--- src/logic/wdsm_map.svh ---
`ifndef WDSM_MAP_SVH
`define WDSM_MAP_SVH

// ----------------------------------------
// Register offsets
// ----------------------------------------
`define WDSM_OFF_CTRL      12'h000
`define WDSM_OFF_STATUS    12'h004
`define WDSM_OFF_INT_STAT  12'h008
`define WDSM_OFF_INT_MASK  12'h00c
`define WDSM_OFF_COUNT     12'h010

// ----------------------------------------
// Field positions
// ----------------------------------------
`define WDSM_CTRL_SWEN     0
`define WDSM_CTRL_PS_LO    1
`define WDSM_CTRL_PS_HI    5
`define WDSM_ST_TIMEOUT    0
`define WDSM_ST_POWERDOWN  1
`define WDSM_ST_WDRST_N    2
`define WDSM_INT_WAKE      0
`define WDSM_INT_RESET     1

// ----------------------------------------
// Reset values and timing
// ----------------------------------------
`define WDSM_PS_RESET      5'h0b
`define WDSM_PS_MAX        5'h12
`define WDSM_OSC_KHZ       31
`define WDSM_TICK_MS       1

`endif

--- src/logic/wdsm_pkg.sv ---
package wdsm_pkg;

	// Watchdog mode codes from the configuration field
	typedef enum logic [1:0]
	{
		WDSM_MODE_OFF    = 2'b00,
		WDSM_MODE_SW     = 2'b01,
		WDSM_MODE_NOSLP  = 2'b10,
		WDSM_MODE_ALWAYS = 2'b11
	} wdsm_mode_t;

	// Reset request holding state, one-hot
	typedef enum logic [1:0]
	{
		WDSM_RQ_IDLE = 2'b01,
		WDSM_RQ_HOLD = 2'b10
	} wdsm_rq_t;

	// Reset-source and status flags
	typedef struct packed
	{
		logic watchdog_reset_flag_n;
		logic powerdown_flag;
		logic timeout_flag;
	} wdsm_flags_t;

	// Device-side events seen by the watchdog
	typedef struct packed
	{
		logic sleep_mode;
		logic clear_watchdog_instr;
		logic osc_fail;
	} wdsm_dev_t;

endpackage

--- src/logic/wdsm_watchdog.sv ---
`include "wdsm_map.svh"

module wdsm_watchdog
	import wdsm_pkg::*;
#(
	parameter int OSC_EDGES_PER_MS = `WDSM_OSC_KHZ * `WDSM_TICK_MS
)
(
	input  wire logic        clk,
	input  wire logic        resetn,
	input  wire logic        low_freq_internal_osc,
	input  wire logic [1:0]  wdt_mode_cfg,
	input  wire wdsm_dev_t   dev,
	input  wire logic        psel,
	input  wire logic        penable,
	input  wire logic        pwrite,
	input  wire logic [11:0] paddr,
	input  wire logic [31:0] pwdata,
	output logic [31:0]      prdata,
	output logic             pready,
	output logic             pslverr,
	output logic             device_reset_req,
	output logic             wake_req,
	output logic             irq
);

	// Prescaler is 8 bits and needs at least two edges per tick
	if (OSC_EDGES_PER_MS < 2 || OSC_EDGES_PER_MS > 255)
	begin
		$error("OSC_EDGES_PER_MS out of range");
	end

	// ----------------------------------------
	// Reset release and oscillator sync
	// ----------------------------------------
	logic       rst_s1;
	logic       rst_n;
	logic [2:0] osc_sync;

	// Two-stage reset release
	always_ff @(posedge clk or negedge resetn)
	begin
		if (!resetn)
		begin
			rst_s1 <= 1'b0;
			rst_n  <= 1'b0;
		end
		else
		begin
			rst_s1 <= 1'b1;
			rst_n  <= rst_s1;
		end
	end

	// Oscillator pin: two sync stages then an edge history stage
	always_ff @(posedge clk or negedge rst_n)
	begin
		if (!rst_n)
			osc_sync <= 3'h0;
		else
			osc_sync <= {osc_sync[1:0], low_freq_internal_osc};
	end

	wire osc_edge = osc_sync[1] & ~osc_sync[2];

	// ----------------------------------------
	// Registers and mode decode
	// ----------------------------------------
	logic        sw_watchdog_enable;
	logic [4:0]  watchdog_period_select;
	wdsm_flags_t flags;
	logic [1:0]  int_stat;
	logic [1:0]  int_mask;
	logic [7:0]  presc;
	logic [18:0] count;
	logic        sleep_q;
	wdsm_rq_t    rq_state;

	// Whether the watchdog runs for a mode, enable and sleep state
	function automatic logic wd_active(input logic [1:0] m, input logic en, input logic slp);
		logic r;
		r = 1'b0;
		case (wdsm_mode_t'(m))
			WDSM_MODE_ALWAYS: r = 1'b1;
			WDSM_MODE_NOSLP:  r = ~slp;
			WDSM_MODE_SW:     r = en;
			default:          r = 1'b0;
		endcase
		return r;
	endfunction

	wire active      = wd_active(wdt_mode_cfg, sw_watchdog_enable, dev.sleep_mode);
	wire sleep_enter = dev.sleep_mode & ~sleep_q;
	wire sleep_exit  = ~dev.sleep_mode & sleep_q;

	// ----------------------------------------
	// Tick and time-out
	// ----------------------------------------
	// Period limit in ms ticks: 2^ps, ps clamped at 18 (262144 ms)
	wire [4:0]  ps_eff  = (watchdog_period_select > `WDSM_PS_MAX) ? `WDSM_PS_MAX
	                      : watchdog_period_select;
	wire [18:0] last_ms = 19'((20'h00001 << ps_eff) - 20'h00001);
	wire        tick    = active & osc_edge
	                      & (presc == 8'(OSC_EDGES_PER_MS - 1));
	wire        timeout = tick & (count == last_ms);

	// Every clearing source; divider select is deliberately absent
	wire wd_clear = dev.clear_watchdog_instr | dev.osc_fail | sleep_enter
	                | sleep_exit | ~active | timeout;

	// Oscillator edge prescaler, restarts on any clear
	always_ff @(posedge clk or negedge rst_n)
	begin
		if (!rst_n)
			presc <= 8'h00;
		else if (wd_clear || tick)
			presc <= 8'h00;
		else if (osc_edge)
			presc <= presc + 8'h01;
	end

	// Millisecond count, restarts from zero after sleep entry
	always_ff @(posedge clk or negedge rst_n)
	begin
		if (!rst_n)
			count <= 19'h00000;
		else if (wd_clear)
			count <= 19'h00000;
		else if (tick)
			count <= count + 19'h00001;
	end

	// Sleep edge history
	always_ff @(posedge clk or negedge rst_n)
	begin
		if (!rst_n)
			sleep_q <= 1'b0;
		else
			sleep_q <= dev.sleep_mode;
	end

	// ----------------------------------------
	// Reset request and wake
	// ----------------------------------------
	// Reset request held until the next oscillator edge
	always_ff @(posedge clk or negedge rst_n)
	begin
		if (!rst_n)
			rq_state <= WDSM_RQ_IDLE;
		else
		begin
			case (rq_state)
				WDSM_RQ_IDLE:
					if (timeout && !dev.sleep_mode)
						rq_state <= WDSM_RQ_HOLD;
				WDSM_RQ_HOLD:
					if (osc_edge)
						rq_state <= WDSM_RQ_IDLE;
				default:
					rq_state <= WDSM_RQ_IDLE;
			endcase
		end
	end

	assign device_reset_req = (rq_state == WDSM_RQ_HOLD);

	// Wake pulse for a time-out during sleep
	always_ff @(posedge clk or negedge rst_n)
	begin
		if (!rst_n)
			wake_req <= 1'b0;
		else
			wake_req <= timeout & dev.sleep_mode;
	end

	// ----------------------------------------
	// APB decode
	// ----------------------------------------
	wire wr_en     = psel & penable & pwrite;
	wire rd_en     = psel & penable & ~pwrite;
	wire sel_ctrl  = (paddr == `WDSM_OFF_CTRL);
	wire sel_stat  = (paddr == `WDSM_OFF_STATUS);
	wire sel_istat = (paddr == `WDSM_OFF_INT_STAT);
	wire sel_imask = (paddr == `WDSM_OFF_INT_MASK);
	wire sel_count = (paddr == `WDSM_OFF_COUNT);
	wire mapped    = sel_ctrl | sel_stat | sel_istat | sel_imask | sel_count;

	assign pready  = 1'b1;
	assign pslverr = psel & penable & ~mapped;

	// Control register
	always_ff @(posedge clk or negedge rst_n)
	begin
		if (!rst_n)
		begin
			sw_watchdog_enable     <= 1'b0;
			watchdog_period_select <= `WDSM_PS_RESET;
		end
		else if (wr_en && sel_ctrl)
		begin
			sw_watchdog_enable     <= pwdata[`WDSM_CTRL_SWEN];
			watchdog_period_select <= pwdata[`WDSM_CTRL_PS_HI:`WDSM_CTRL_PS_LO];
		end
	end

	// Status flags; hardware set wins over a software clear
	wire wst = wr_en & sel_stat;
	always_ff @(posedge clk or negedge rst_n)
	begin
		if (!rst_n)
			flags <= 3'b100;
		else
		begin
			flags.timeout_flag   <= timeout
				| (flags.timeout_flag & ~(wst & pwdata[`WDSM_ST_TIMEOUT]));
			flags.powerdown_flag <= (timeout & dev.sleep_mode)
				| (flags.powerdown_flag & ~(wst & pwdata[`WDSM_ST_POWERDOWN]));
			flags.watchdog_reset_flag_n <= ~(timeout & ~dev.sleep_mode)
				& (flags.watchdog_reset_flag_n | (wst & pwdata[`WDSM_ST_WDRST_N]));
		end
	end

	// ----------------------------------------
	// Interrupts
	// ----------------------------------------
	wire [1:0] int_ev;
	assign int_ev[`WDSM_INT_WAKE]  = timeout & dev.sleep_mode;
	assign int_ev[`WDSM_INT_RESET] = timeout & ~dev.sleep_mode;

	// Sticky bits; a read clears only the bits it reported, set wins
	always_ff @(posedge clk or negedge rst_n)
	begin
		if (!rst_n)
			int_stat <= 2'h0;
		else
			int_stat <= int_ev | (int_stat & ~(prdata[1:0] & {2{rd_en & sel_istat}}));
	end

	// Mask register
	always_ff @(posedge clk or negedge rst_n)
	begin
		if (!rst_n)
			int_mask <= 2'h0;
		else if (wr_en && sel_imask)
			int_mask <= pwdata[1:0];
	end

	assign irq = |(int_stat & int_mask);

	// ----------------------------------------
	// Read data
	// ----------------------------------------
	wire [31:0] rd_mux = sel_ctrl  ? {26'h0, watchdog_period_select, sw_watchdog_enable}
	                   : sel_stat  ? {29'h0, flags}
	                   : sel_istat ? {30'h0, int_stat}
	                   : sel_imask ? {30'h0, int_mask}
	                   : sel_count ? {13'h0, count}
	                   : 32'h0;

	// Registered read data, loaded in the setup cycle
	always_ff @(posedge clk or negedge rst_n)
	begin
		if (!rst_n)
			prdata <= 32'h0;
		else if (psel && !penable)
			prdata <= rd_mux;
	end

	// ----------------------------------------
	// Checks
	// ----------------------------------------
	localparam int RQ_MAX = 1000;

	property p_off;
		@(posedge clk) disable iff (!rst_n)
		wdt_mode_cfg == 2'b00 |-> !active ##1 count == 19'h0;
	endproperty
	a_off: assert property (p_off) else $error("mode 00 not off");

	property p_always;
		@(posedge clk) disable iff (!rst_n)
		wdt_mode_cfg == 2'b11 |-> active;
	endproperty
	a_always: assert property (p_always) else $error("mode 11 not on");

	property p_noslp;
		@(posedge clk) disable iff (!rst_n)
		wdt_mode_cfg == 2'b10 |-> active == !dev.sleep_mode;
	endproperty
	a_noslp: assert property (p_noslp) else $error("mode 10 wrong");

	property p_sw;
		@(posedge clk) disable iff (!rst_n)
		wdt_mode_cfg == 2'b01 |-> active == sw_watchdog_enable;
	endproperty
	a_sw: assert property (p_sw) else $error("mode 01 wrong");

	property p_hold;
		@(posedge clk) disable iff (!rst_n)
		!tick && !wd_clear |=> $stable(count);
	endproperty
	a_hold: assert property (p_hold) else $error("count moved without tick");

	property p_ps;
		@(posedge clk) disable iff (!rst_n)
		$rose(rst_n) |-> watchdog_period_select == `WDSM_PS_RESET && last_ms == 19'h007ff;
	endproperty
	a_ps: assert property (p_ps) else $error("reset period not 2048 ms");

	property p_clr;
		@(posedge clk) disable iff (!rst_n)
		dev.clear_watchdog_instr || sleep_enter |=> count == 19'h0;
	endproperty
	a_clr: assert property (p_clr) else $error("count not cleared");

	property p_sleep_to;
		@(posedge clk) disable iff (!rst_n)
		timeout && dev.sleep_mode |=> wake_req && !device_reset_req
			&& flags.timeout_flag && flags.powerdown_flag;
	endproperty
	a_sleep_to: assert property (p_sleep_to) else $error("sleep time-out wrong");

	property p_awake_to;
		@(posedge clk) disable iff (!rst_n)
		timeout && !dev.sleep_mode |=> device_reset_req
			&& !flags.watchdog_reset_flag_n && count == 19'h0;
	endproperty
	a_awake_to: assert property (p_awake_to) else $error("awake time-out wrong");

	property p_rq_len;
		@(posedge clk) disable iff (!rst_n)
		$rose(device_reset_req) |-> ##[1:RQ_MAX] !device_reset_req;
	endproperty
	a_rq_len: assert property (p_rq_len) else $error("reset request length");

	property p_rq_end;
		@(posedge clk) disable iff (!rst_n)
		device_reset_req |=> device_reset_req != $past(osc_edge);
	endproperty
	a_rq_end: assert property (p_rq_end) else $error("reset request end");

endmodule

--- config.mk ---
export PLATFORM = sky130hd
export DESIGN_NAME = wdsm_watchdog
export DESIGN_NICKNAME = d
export VERILOG_FILES = /design/src/logic/wdsm_pkg.sv /design/src/logic/wdsm_watchdog.sv
export VERILOG_INCLUDE_DIRS = /design/src /design/src/logic
export SDC_FILE = /design/constraint.sdc
export NUM_CORES = 1
export LEC_CHECK = 0
export ABC_AREA = 1
export BUFFER_PORTS_ARGS = -buffer_cell sky130_fd_sc_hd__buf_2
export CAP_MARGIN = 5
export CORE_MARGIN = 2
export CORE_UTILIZATION = 40
export CTS_BUF_LIST = sky130_fd_sc_hd__clkbuf_2
export DETAILED_ROUTE_END_ITERATION = 6
export PLACE_DENSITY = 0.63
export SLEW_MARGIN = 20
export SYNTH_ARGS = -nofsm -noshare
export SYNTH_HDL_FRONTEND = slang
export SYNTH_SLANG_ARGS = --single-unit
--- constraint.sdc ---
create_clock -name clk -period 2.2 [get_ports clk]
set_input_delay 0.55 -clock clk [delete_from_list [all_inputs] [get_ports clk]]
set_output_delay 0.55 -clock clk [all_outputs]
set_load 0.03 [all_outputs]
# After elaboration in Yosys (flattened, before gate mapping)
# Index checks and enable logic that the tools add are counted.
[word_totals] register_bits=81 latch_bits=0 ramBits=0 rom_bits=0 input_bits=55 output_inout_bits=37 memories=0
[classes] n_addsub=3 n_mul=0 n_div=0 n_lt_le_gt_ge=1 n_eq_ne=13 n_shift=1 n_mux=14 n_bitwise=46 n_reduce_logical=12
[op_table] op="$mux W19" count=7
[op_table] op="$eq A12 B4 Y1 const B" count=2
[op_table] op="$and A1 B1 Y1" count=20
[op_table] op="$add A19 B1 Y19 const B" count=1
[op_table] op="$eq A19 B19 Y1" count=1
[op_table] op="$shl A1 B5 Y19 const A" count=1
[op_table] op="$sub A19 B1 Y19 const B" count=1
[op_table] op="$mux W8" count=2
[op_table] op="$eq A12 B3 Y1 const B" count=1
[op_table] op="$eq A12 B5 Y1 const B" count=1
[op_table] op="$logic_not A12 Y1" count=1
[op_table] op="$or A1 B1 Y1" count=12
[op_table] op="$not A1 Y1" count=9
[op_table] op="$add A8 B1 Y8 const B" count=1
[op_table] op="$eq A8 B5 Y1 const B" count=1
[op_table] op="$and A2 B2 Y2" count=3
[op_table] op="$eq A2 B2 Y1 const B" count=3
[op_table] op="$gt A5 B5 Y1 const B" count=1
[op_table] op="$mux W5" count=1
[op_table] op="$eq A2 B1 Y1 const B" count=2
[op_table] op="$logic_and A1 B1 Y1" count=4
[op_table] op="$mux W2" count=2
[op_table] op="$pmux W2 S2" count=1
[op_table] op="$reduce_bool A2 Y1" count=2
[op_table] op="9 further kinds" count=10

# Depth between registers and ports, before layout
# Gate-level depths: netlist of the first run.
[logic_depth] ltp_word=9 depth_mapped=20

# Least setup slack after synthesis of the first run
# Ideal clock, no wire load.
[synth_path] path_type="register -> register" start="register watchdog_period_select[2]" end="register count[11]" setup_time_ns=0.128 arrival_ns=2.588 setup_slack_ns=-0.515 path_stages_with_launch=19 n_path_buf=2 synth_period_minus_slack_ns=2.715 cell_sequence="dfrtp_1 > buf_6 > nor2_2 > nand2_1 > nand2_2 > nand3_2 > nor2_2 > nand2_1 > ha_1 > xnor2_1 > nor3_1 > nand3_1 > nor2_1 > nand3_1 > nor3_4 > nand2_2 > nand2_4 > buf_12 > nor2_4"
[synth_via] elab_chain_len=8 word_cells_on_any_way=9
[synth_rtl] element="from (decl)" line_no="wdsm_watchdog.sv:70" source="logic [4:0] watchdog_period_select;"
[synth_rtl] element="from (signal assigned)" line_no="wdsm_watchdog.sv:197" source="watchdog_period_select <= `WDSM_PS_RESET;"
[synth_rtl] element="from (signal assigned)" line_no="wdsm_watchdog.sv:202" source="watchdog_period_select <= pwdata[`WDSM_CTRL_PS_HI:`WDSM_CTRL_PS_LO];"
[synth_rtl] element="$gt A5 B5 Y1 (no line)"
[synth_rtl] element="$mux W5 *" line_no="wdsm_watchdog.sv:100" source="wire [4:0] ps_eff = (watchdog_period_select > `WDSM_PS_MAX) ? `WDSM_PS_MAX"
[synth_rtl] element="$shl A1 B5 Y19 *" line_no="wdsm_watchdog.sv:102" source="wire [18:0] last_ms = 19'((20'h00001 << ps_eff) - 20'h00001);"
[synth_rtl] element="$sub A19 B1 Y19 *" line_no="wdsm_watchdog.sv:102"
[synth_rtl] element="$eq A19 B19 Y1 *" line_no="wdsm_watchdog.sv:105" source="wire timeout = tick & (count == last_ms);"
[synth_rtl] element="$and A1 B1 Y1 *" line_no="wdsm_watchdog.sv:105"
[synth_rtl] element="$or A1 B1 Y1 *" line_no="wdsm_watchdog.sv:109" source="| sleep_exit | ~active | timeout;"
[synth_rtl] element="$mux W19 / $reduce_bool A2 Y1 (equally long branches)"
[synth_rtl] element="to (signal assigned)" line_no="wdsm_watchdog.sv:130" source="count <= count + 19'h00001;"
[synth_rtl] element="to (decl)" line_no="wdsm_watchdog.sv:75" source="logic [18:0] count;"
# Mark *: on every way between the ends. The rest lies on a longest branch, timed or not.
# A chain may end at the register's enable or synchronous reset.

# Worst setup path after layout of the first run
[layout_path] start="register watchdog_period_select[2]" end="register flags[2] (netlist bit)"
[layout_via] elab_chain_len=9
[layout_rtl] element="$gt A5 B5 Y1 (no line)"
[layout_rtl] element="$mux W5 *" line_no="wdsm_watchdog.sv:100"
[layout_rtl] element="$shl A1 B5 Y19 *" line_no="wdsm_watchdog.sv:102"
[layout_rtl] element="$sub A19 B1 Y19 *" line_no="wdsm_watchdog.sv:102"
[layout_rtl] element="$eq A19 B19 Y1 *" line_no="wdsm_watchdog.sv:105"
[layout_rtl] element="$and A1 B1 Y1 *" line_no="wdsm_watchdog.sv:105"
[layout_rtl] element="$and A1 B1 Y1 *" line_no="wdsm_watchdog.sv:218" source="flags.watchdog_reset_flag_n <= ~(timeout & ~dev.sleep_mode)"
[layout_rtl] element="$not A1 Y1 *" line_no="wdsm_watchdog.sv:218"
[layout_rtl] element="$and A1 B1 Y1 *" line_no="wdsm_watchdog.sv:218"
[layout_rtl] element="to (decl)" line_no="wdsm_watchdog.sv:71" source="wdsm_flags_t flags;"
# Marks and branches as above.

==> results of run 1 <==
[cell type report]
type                    instances  area (µm²)  share of cell area
repair buffers                171        1240               0.202
well taps                     140         175              0.0286
multi-input cells             436        2620               0.428
clock inverters                 6        56.3             0.00919
inverters                      75         284              0.0464
flip-flops and latches         68        1710               0.279
clock buffers                   9        45.0             0.00735
[layer usage]
metal / share of wire / vias up / GRT usage
met5: 0 / - / 0
met4: 0.021 / 0 / 0.0767
met3: 0.037 / 22 / 0.0379
met2: 0.49 / 92 / 0.384
met1: 0.45 / 2141 / 0.279
li1: - / 2246 / -
[kinds of logic after synthesis]
kind of cell / Yosys count
AO/OA/AOI/OAI: 79
XOR/XNOR: 35
adder cells (fa/ha/maj): 4
buffers and inverters: 103
flip-flops: 68
other: 2
AND/OR/NAND/NOR: 303
[repair_timing]
action,4_1_cts,5_1_grt
hold buffers,1,0
gates resized for setup,27,30
setup endpoints to repair,28,32
pin swaps,27,16
endpoints found under the hold margin,2,0
setup buffers,25,4
[layout by cell type, fill, tap and decap left out, drive strengths merged, types with 15 or more instances in the layout]
master  count
buf       170
nand2     131
nor2       80
inv        74
dfrtp      63
o21ai      46
nand3      35
xor2       29
nand4      26
nor3       21
a21oi      16
conb       15
[how the worst min path moves through the flow]
stage | start | endpoint | slack (ns)
detailed placement | rst_n | prdata[1] | 0.22
global placement | rst_n | prdata[3] | 0.22
finish | low_freq_internal_osc | osc_sync[0] | 0.12
floorplan | resetn | rst_n | 0.25
CTS | low_freq_internal_osc | osc_sync[0] | 0.08
global route | low_freq_internal_osc | osc_sync[0] | 0.07
[synthesized netlist by cell type, drive strengths merged, types with 6 or more instances]
cell	n	area [µm²]
a21oi	16	80.1
buf	22	188
clkbuf	6	22.5
dfrtp	63	1580
inv	74	280
nand2	131	512
nand3	35	200
nand4	26	178
nor2	80	420
nor3	21	126
o21ai	46	234
xnor2	6	52.6
xor2	29	262
[report_power, final]
| group | leakage (nW) | switching [W] | total, W | internal [W] |
|---|---|---|---|---|
| Combinational | 1.97 | 0.000131 | 0.000193 | 0.0000625 |
| Sequential | 0.902 | 0.0000124 | 0.00128 | 0.00126 |
| Clock | 0.0666 | 0.000446 | 0.000693 | 0.000247 |
[sequential cells by signal, indices dropped and copies added, names as in the netlist]
| name | count |
|---|---|
| count | 19 |
| prdata | 19 |
| presc | 8 |
| watchdog_period_select | 5 |
| flags | 3 |
| osc_sync | 3 |
| int_mask | 2 |
| int_stat | 2 |
| rq_state | 2 |
| rst_n | 1 |
| rst_s1 | 1 |
| sleep_q | 1 |
| sw_watchdog_enable | 1 |
| wake_req | 1 |
[stage by stage]
stage / total power [W] / setup slack (ns) / hold slack [ns] / util / TNS, ns
2_1_floorplan: 0.00142 / -0.425 / 0.254 / - / -7.02
6_report: 0.00216 / -0.485 / 0.121 / 0.560 / -11.68
3_5_place_dp: 0.00148 / -0.634 / 0.224 / 0.514 / -14.32
4_1_cts: 0.00218 / -0.457 / 0.0777 / 0.550 / -10.51
3_3_place_gp: 0.00147 / -0.571 / 0.219 / 0.514 / -12.91
5_1_grt: 0.00225 / -0.634 / 0.0714 / 0.560 / -15.72
==> results.json, run 1 <==
{
  "drive_gt1_frac": 0.358,
  "cp.arrival_ns": 3.14,
  "fmax_mhz": 372,
  "area_delta_synth_final_pct": 35.2,
  "cpPeakStageDelay_ns": 0.45,
  "ir_worst_vdd_uv": 323,
  "cts_tree": "yes",
  "synth-edff-count": 0,
  "die_y_um": 110,
  "clk_pin_slew_worst_paths_ns": 0.19,
  "clock-sinks": 68,
  "reg2reg_to": "flags[2]",
  "crit_path_cell_trace": "nor2_4, nand2_2, nand2_4, nand3_4, nor2_4, nand2_2, ha_4, xnor2_2, nor3_2, nand3_1, nor2_2, nand3_2, nor3_4, nand2_2, buf_4, o21a_1",
  "cp-end-kind": "flop",
  "vias": 4501,
  "violations": "setup timing",
  "drv_slew": 0,
  "portBuffers": 51,
  "fin_ws_ns": -0.485,
  "path_buf_inv": 1,
  "fin_crit_sh": 1.22,
  "finalWirelength_um": 13000,
  "cp_slowest_cell": "dfrtp_1",
  "cts-root-buf": "clkbuf_2",
  "synth_area_mm2": 0.00453,
  "instances_no_fill": 905,
  "clockBufferDepth": 2,
  "maxCapViolations": 0,
  "track_usage": 0.222,
  "synth_cell_type_count": 49,
  "synth.avg_cell_area_um2": 7.63,
  "reg2reg_depth": 16,
  "timing.critical_path.fanout_max": 3,
  "cp_top_family": "simple AND/OR/NAND/NOR gates",
  "grt_max_degree": 49,
  "ys_warn_count": 0,
  "synth-seq-cells": 68,
  "finalHoldViolCount": 0,
  "ys_seq_area_frac": 0.377,
  "yosys.area_share.simple": 0.332,
  "yosys.area_share.adder": 0.0110,
  "place_hpwl_um": 9800,
  "rsz0062_at_grt": "true",
  "wire_per_inst_um": 14.4,
  "synth_compound_gate_area_share": 0.100,
  "drc_errors": 0,
  "yosys_most_used_dff": "dfrtp_1",
  "dp_cells": 867,
  "die_x_um": 110,
  "fin_area_mm2": 0.00613,
  "drt_iter0_drc": 227,
  "syn_inst": 594,
  "clkLatencyLatePin_ns": 0.52,
  "htree_levels": 3,
  "num_io_pins": 92,
  "muxShareOfSynthArea": 0,
  "rr_startpoint": "watchdog_period_select[2]",
  "min-delay-path-class": "in2reg",
  "status": "finished, violations left",
  "worst_ep_required_time_ns": 2.66,
  "n_antenna_cell": 0,
  "skew_ns": 0.0214,
  "cpMostUsedCell": "nand2_2",
  "dieArea_mm2": 0.0122,
  "finalSetupViolations": 28,
  "dpl_cell_area_mm2": 0.00562,
  "viasPerCell": 4.97,
  "hold_depth": 1,
  "critPathLaunchType": "flop",
  "start_util": 0.414,
  "grt_pass1_vias": 4588,
  "layout_min_cycle_time_ns": 2.68,
  "synth_top_family_by_area": "simple AND/OR/NAND/NOR gates",
  "core_mm2": 0.0109,
  "grt-ovfl-total": 0,
  "p_leak_nw": 2.94,
  "antenna_found_initial": 0,
  "yosys.area_share.xor_xnor": 0.0693,
  "globalplace.congestion": 0.924,
  "grt_pass1_wl_um": 22100,
  "fill_cells": 1045,
  "r2r_slack_ns": -0.48,
  "path_depth": 16,
  "cts_made_buffers": 9,
  "crit_path_start": "watchdog_period_select[2]",
  "detail-route-antenna-nets": 0,
  "firstDrtPassIters": 5,
  "async_flop_share": 1.00,
  "final_nets": 820,
  "crit_end": "flags[2]",
  "powerDensity_mw_per_mm2": 353,
  "path_class": "reg2reg",
  "rows": 38
}
Power figures use the tool's default switching activity.
==> inputs of run 2 (changes only) <==
==> constraint.sdc (replaced) <==
create_clock -name clk -period 2.2 [get_ports clk]
set_input_delay 0.44 -clock clk [delete_from_list [all_inputs] [get_ports clk]]
set_output_delay 0.44 -clock clk [all_outputs]
set_load 0.03 [all_outputs]
==> results.json, run 2 (synthesized netlist as in run 1, its figures left out) <==
{
  "status": "finished, violations left",
  "violations": "setup timing",
  "portBuffers": 51,
  "cp_top_family": "simple AND/OR/NAND/NOR gates",
  "cp.arrival_ns": 3.07,
  "rsz0062_at_grt": "true",
  "wire_per_inst_um": 14.8,
  "dpl_cell_area_mm2": 0.00554,
  "clock-sinks": 68,
  "htree_levels": 3,
  "drc_errors": 0,
  "die_x_um": 110,
  "detail-route-antenna-nets": 0,
  "firstDrtPassIters": 6,
  "cp-end-kind": "flop",
  "grt_pass1_wl_um": 21700,
  "cts-root-buf": "clkbuf_2",
  "place_hpwl_um": 10100,
  "core_mm2": 0.0109,
  "layout_min_cycle_time_ns": 2.61,
  "fmax_mhz": 384,
  "n_antenna_cell": 0,
  "globalplace.congestion": 0.941,
  "multiInputGateArea_mm2": 0.00264,
  "cp_slowest_cell": "dfrtp_2",
  "drt_iter0_drc": 220,
  "maxCapViolations": 0,
  "clkLatencyLatePin_ns": 0.55,
  "area_delta_synth_final_pct": 33.7,
  "cpPeakStageDelay_ns": 0.50,
  "fin_ws_ns": -0.407,
  "clockBufferDepth": 2,
  "drv_slew": 0,
  "track_usage": 0.220,
  "num_io_pins": 92,
  "clk_pin_slew_worst_paths_ns": 0.21,
  "top_regs": "count (19), prdata (19), presc (8)",
  "timing.critical_path.fanout_max": 5,
  "p_leak_nw": 2.86,
  "fin_area_mm2": 0.00606,
  "rows": 38,
  "grt_max_degree": 49,
  "path_class": "reg2reg",
  "layout_commonest_cell": "nand2_1",
  "finalSetupViolations": 27,
  "finalSetupTns_ns": -9.57,
  "powerDensity_mw_per_mm2": 404,
  "drive_gt1_frac": 0.346,
  "start_util": 0.414,
  "path_buf_inv": 2,
  "vias": 4465,
  "finalWirelength_um": 13100,
  "fill_cells": 1033,
  "ir_worst_vdd_uv": 361,
  "grt_pass1_vias": 4420,
  "skew_ns": 0.0352,
  "die_y_um": 110,
  "finalHoldViolCount": 0,
  "critPathLaunchType": "flop",
  "layout_common_cells": "nand2_1, buf_4, inv_1",
  "dieArea_mm2": 0.0122,
  "viasPerCell": 5.05,
  "cts_tree": "yes",
  "worst_ep_required_time_ns": 2.66,
  "fin_crit_sh": 1.19,
  "antenna_found_initial": 0,
  "cts_made_buffers": 9,
  "final_nets": 799,
  "crit_path_cell_trace": "buf_4, nor2_2, nand2_2, ha_4, xnor2_4, nor3_4, nand3_1, nor2_2, nand3_2, nor3_4, nand2_2, nand2_4, clkbuf_16, nor2_4",
  "seq_area_mm2": 0.00171,
  "grt-ovfl-total": 0,
  "min-delay-path-class": "in2reg"
}
run 2: cell types whose count changed in the layout (fill, tap and decap cells not counted), sizes merged:
cell	delta
buf	-23
dlygate4sd3	+1
clkbuf	+2
inv	+1
clkinv	-3
bufinv	+2
run 2: path summary, 6_finish.rpt:
check	cells past startpoint	from	slack, ns	end
setup / recovery	14	watchdog_period_select[4]	-0.41	count[11]
hold / removal	3	pwdata[4]	0.13	watchdog_period_select[3]
setup reg to reg	14	watchdog_period_select[4]	-0.41	count[11]
hold reg to reg	0	rst_n	0.21	prdata[3]
max in group asynchronous	1	rst_n	1.36	rq_state[0]
min in group asynchronous	2	resetn	0.20	rst_n
run 2: cell type report:
class	instances	share of cell area
Inverter	75	0.0473
Timing Repair Buffer	150	0.179
Sequential cell	68	0.282
Tap cell	140	0.0289
Clock buffer	10	0.00826
Multi-Input combinational cell	436	0.436
Clock inverter	6	0.0184
run 2: repair_timing:
item	CTS	global route
cloned	1	1
hold buffers	2	0
resized for setup	22	35
pin swaps	16	34
endpoints found under the setup margin	28	28
buffers inserted	6	3
endpoints found under the hold margin	3	0
run 2: layer usage:
layer  track usage  vias up  share of wire
met2         0.373      112           0.49
met5             0        -              0
li1              -     2203              -
met1         0.291     2132           0.44
met4        0.0550        0          0.015
met3        0.0401       18          0.049
run 2: metrics by stage:
| step | power [W] | setup slack (ns) | instances | utilization | hold slack, ns |
|---|---|---|---|---|---|
| after floorplan | 0.00142 | -0.425 | 607 | - | 0.144 |
| after global placement | 0.00147 | -0.445 | 857 | 0.506 | 0.222 |
| after detailed placement | 0.00147 | -0.568 | 857 | 0.506 | 0.225 |
| after CTS | 0.00247 | -0.424 | 881 | 0.536 | 0.0896 |
| after global routing | 0.00254 | -0.518 | 885 | 0.554 | 0.141 |
| final | 0.00245 | -0.407 | 885 | 0.554 | 0.132 |
run 2: tightest hold or removal path: stages:
cell and delay [ns]:
buf_2 0.09, nor2_1 0.09, a21oi_1 0.05
run 2: power by group:
group	leakage, nW	internal, W	switching (W)
sequential	0.901	0.00126	0.0000128
combinational	1.86	0.0000587	0.000127
clock	0.0942	0.000497	0.000488
total	2.86	0.00182	0.000628
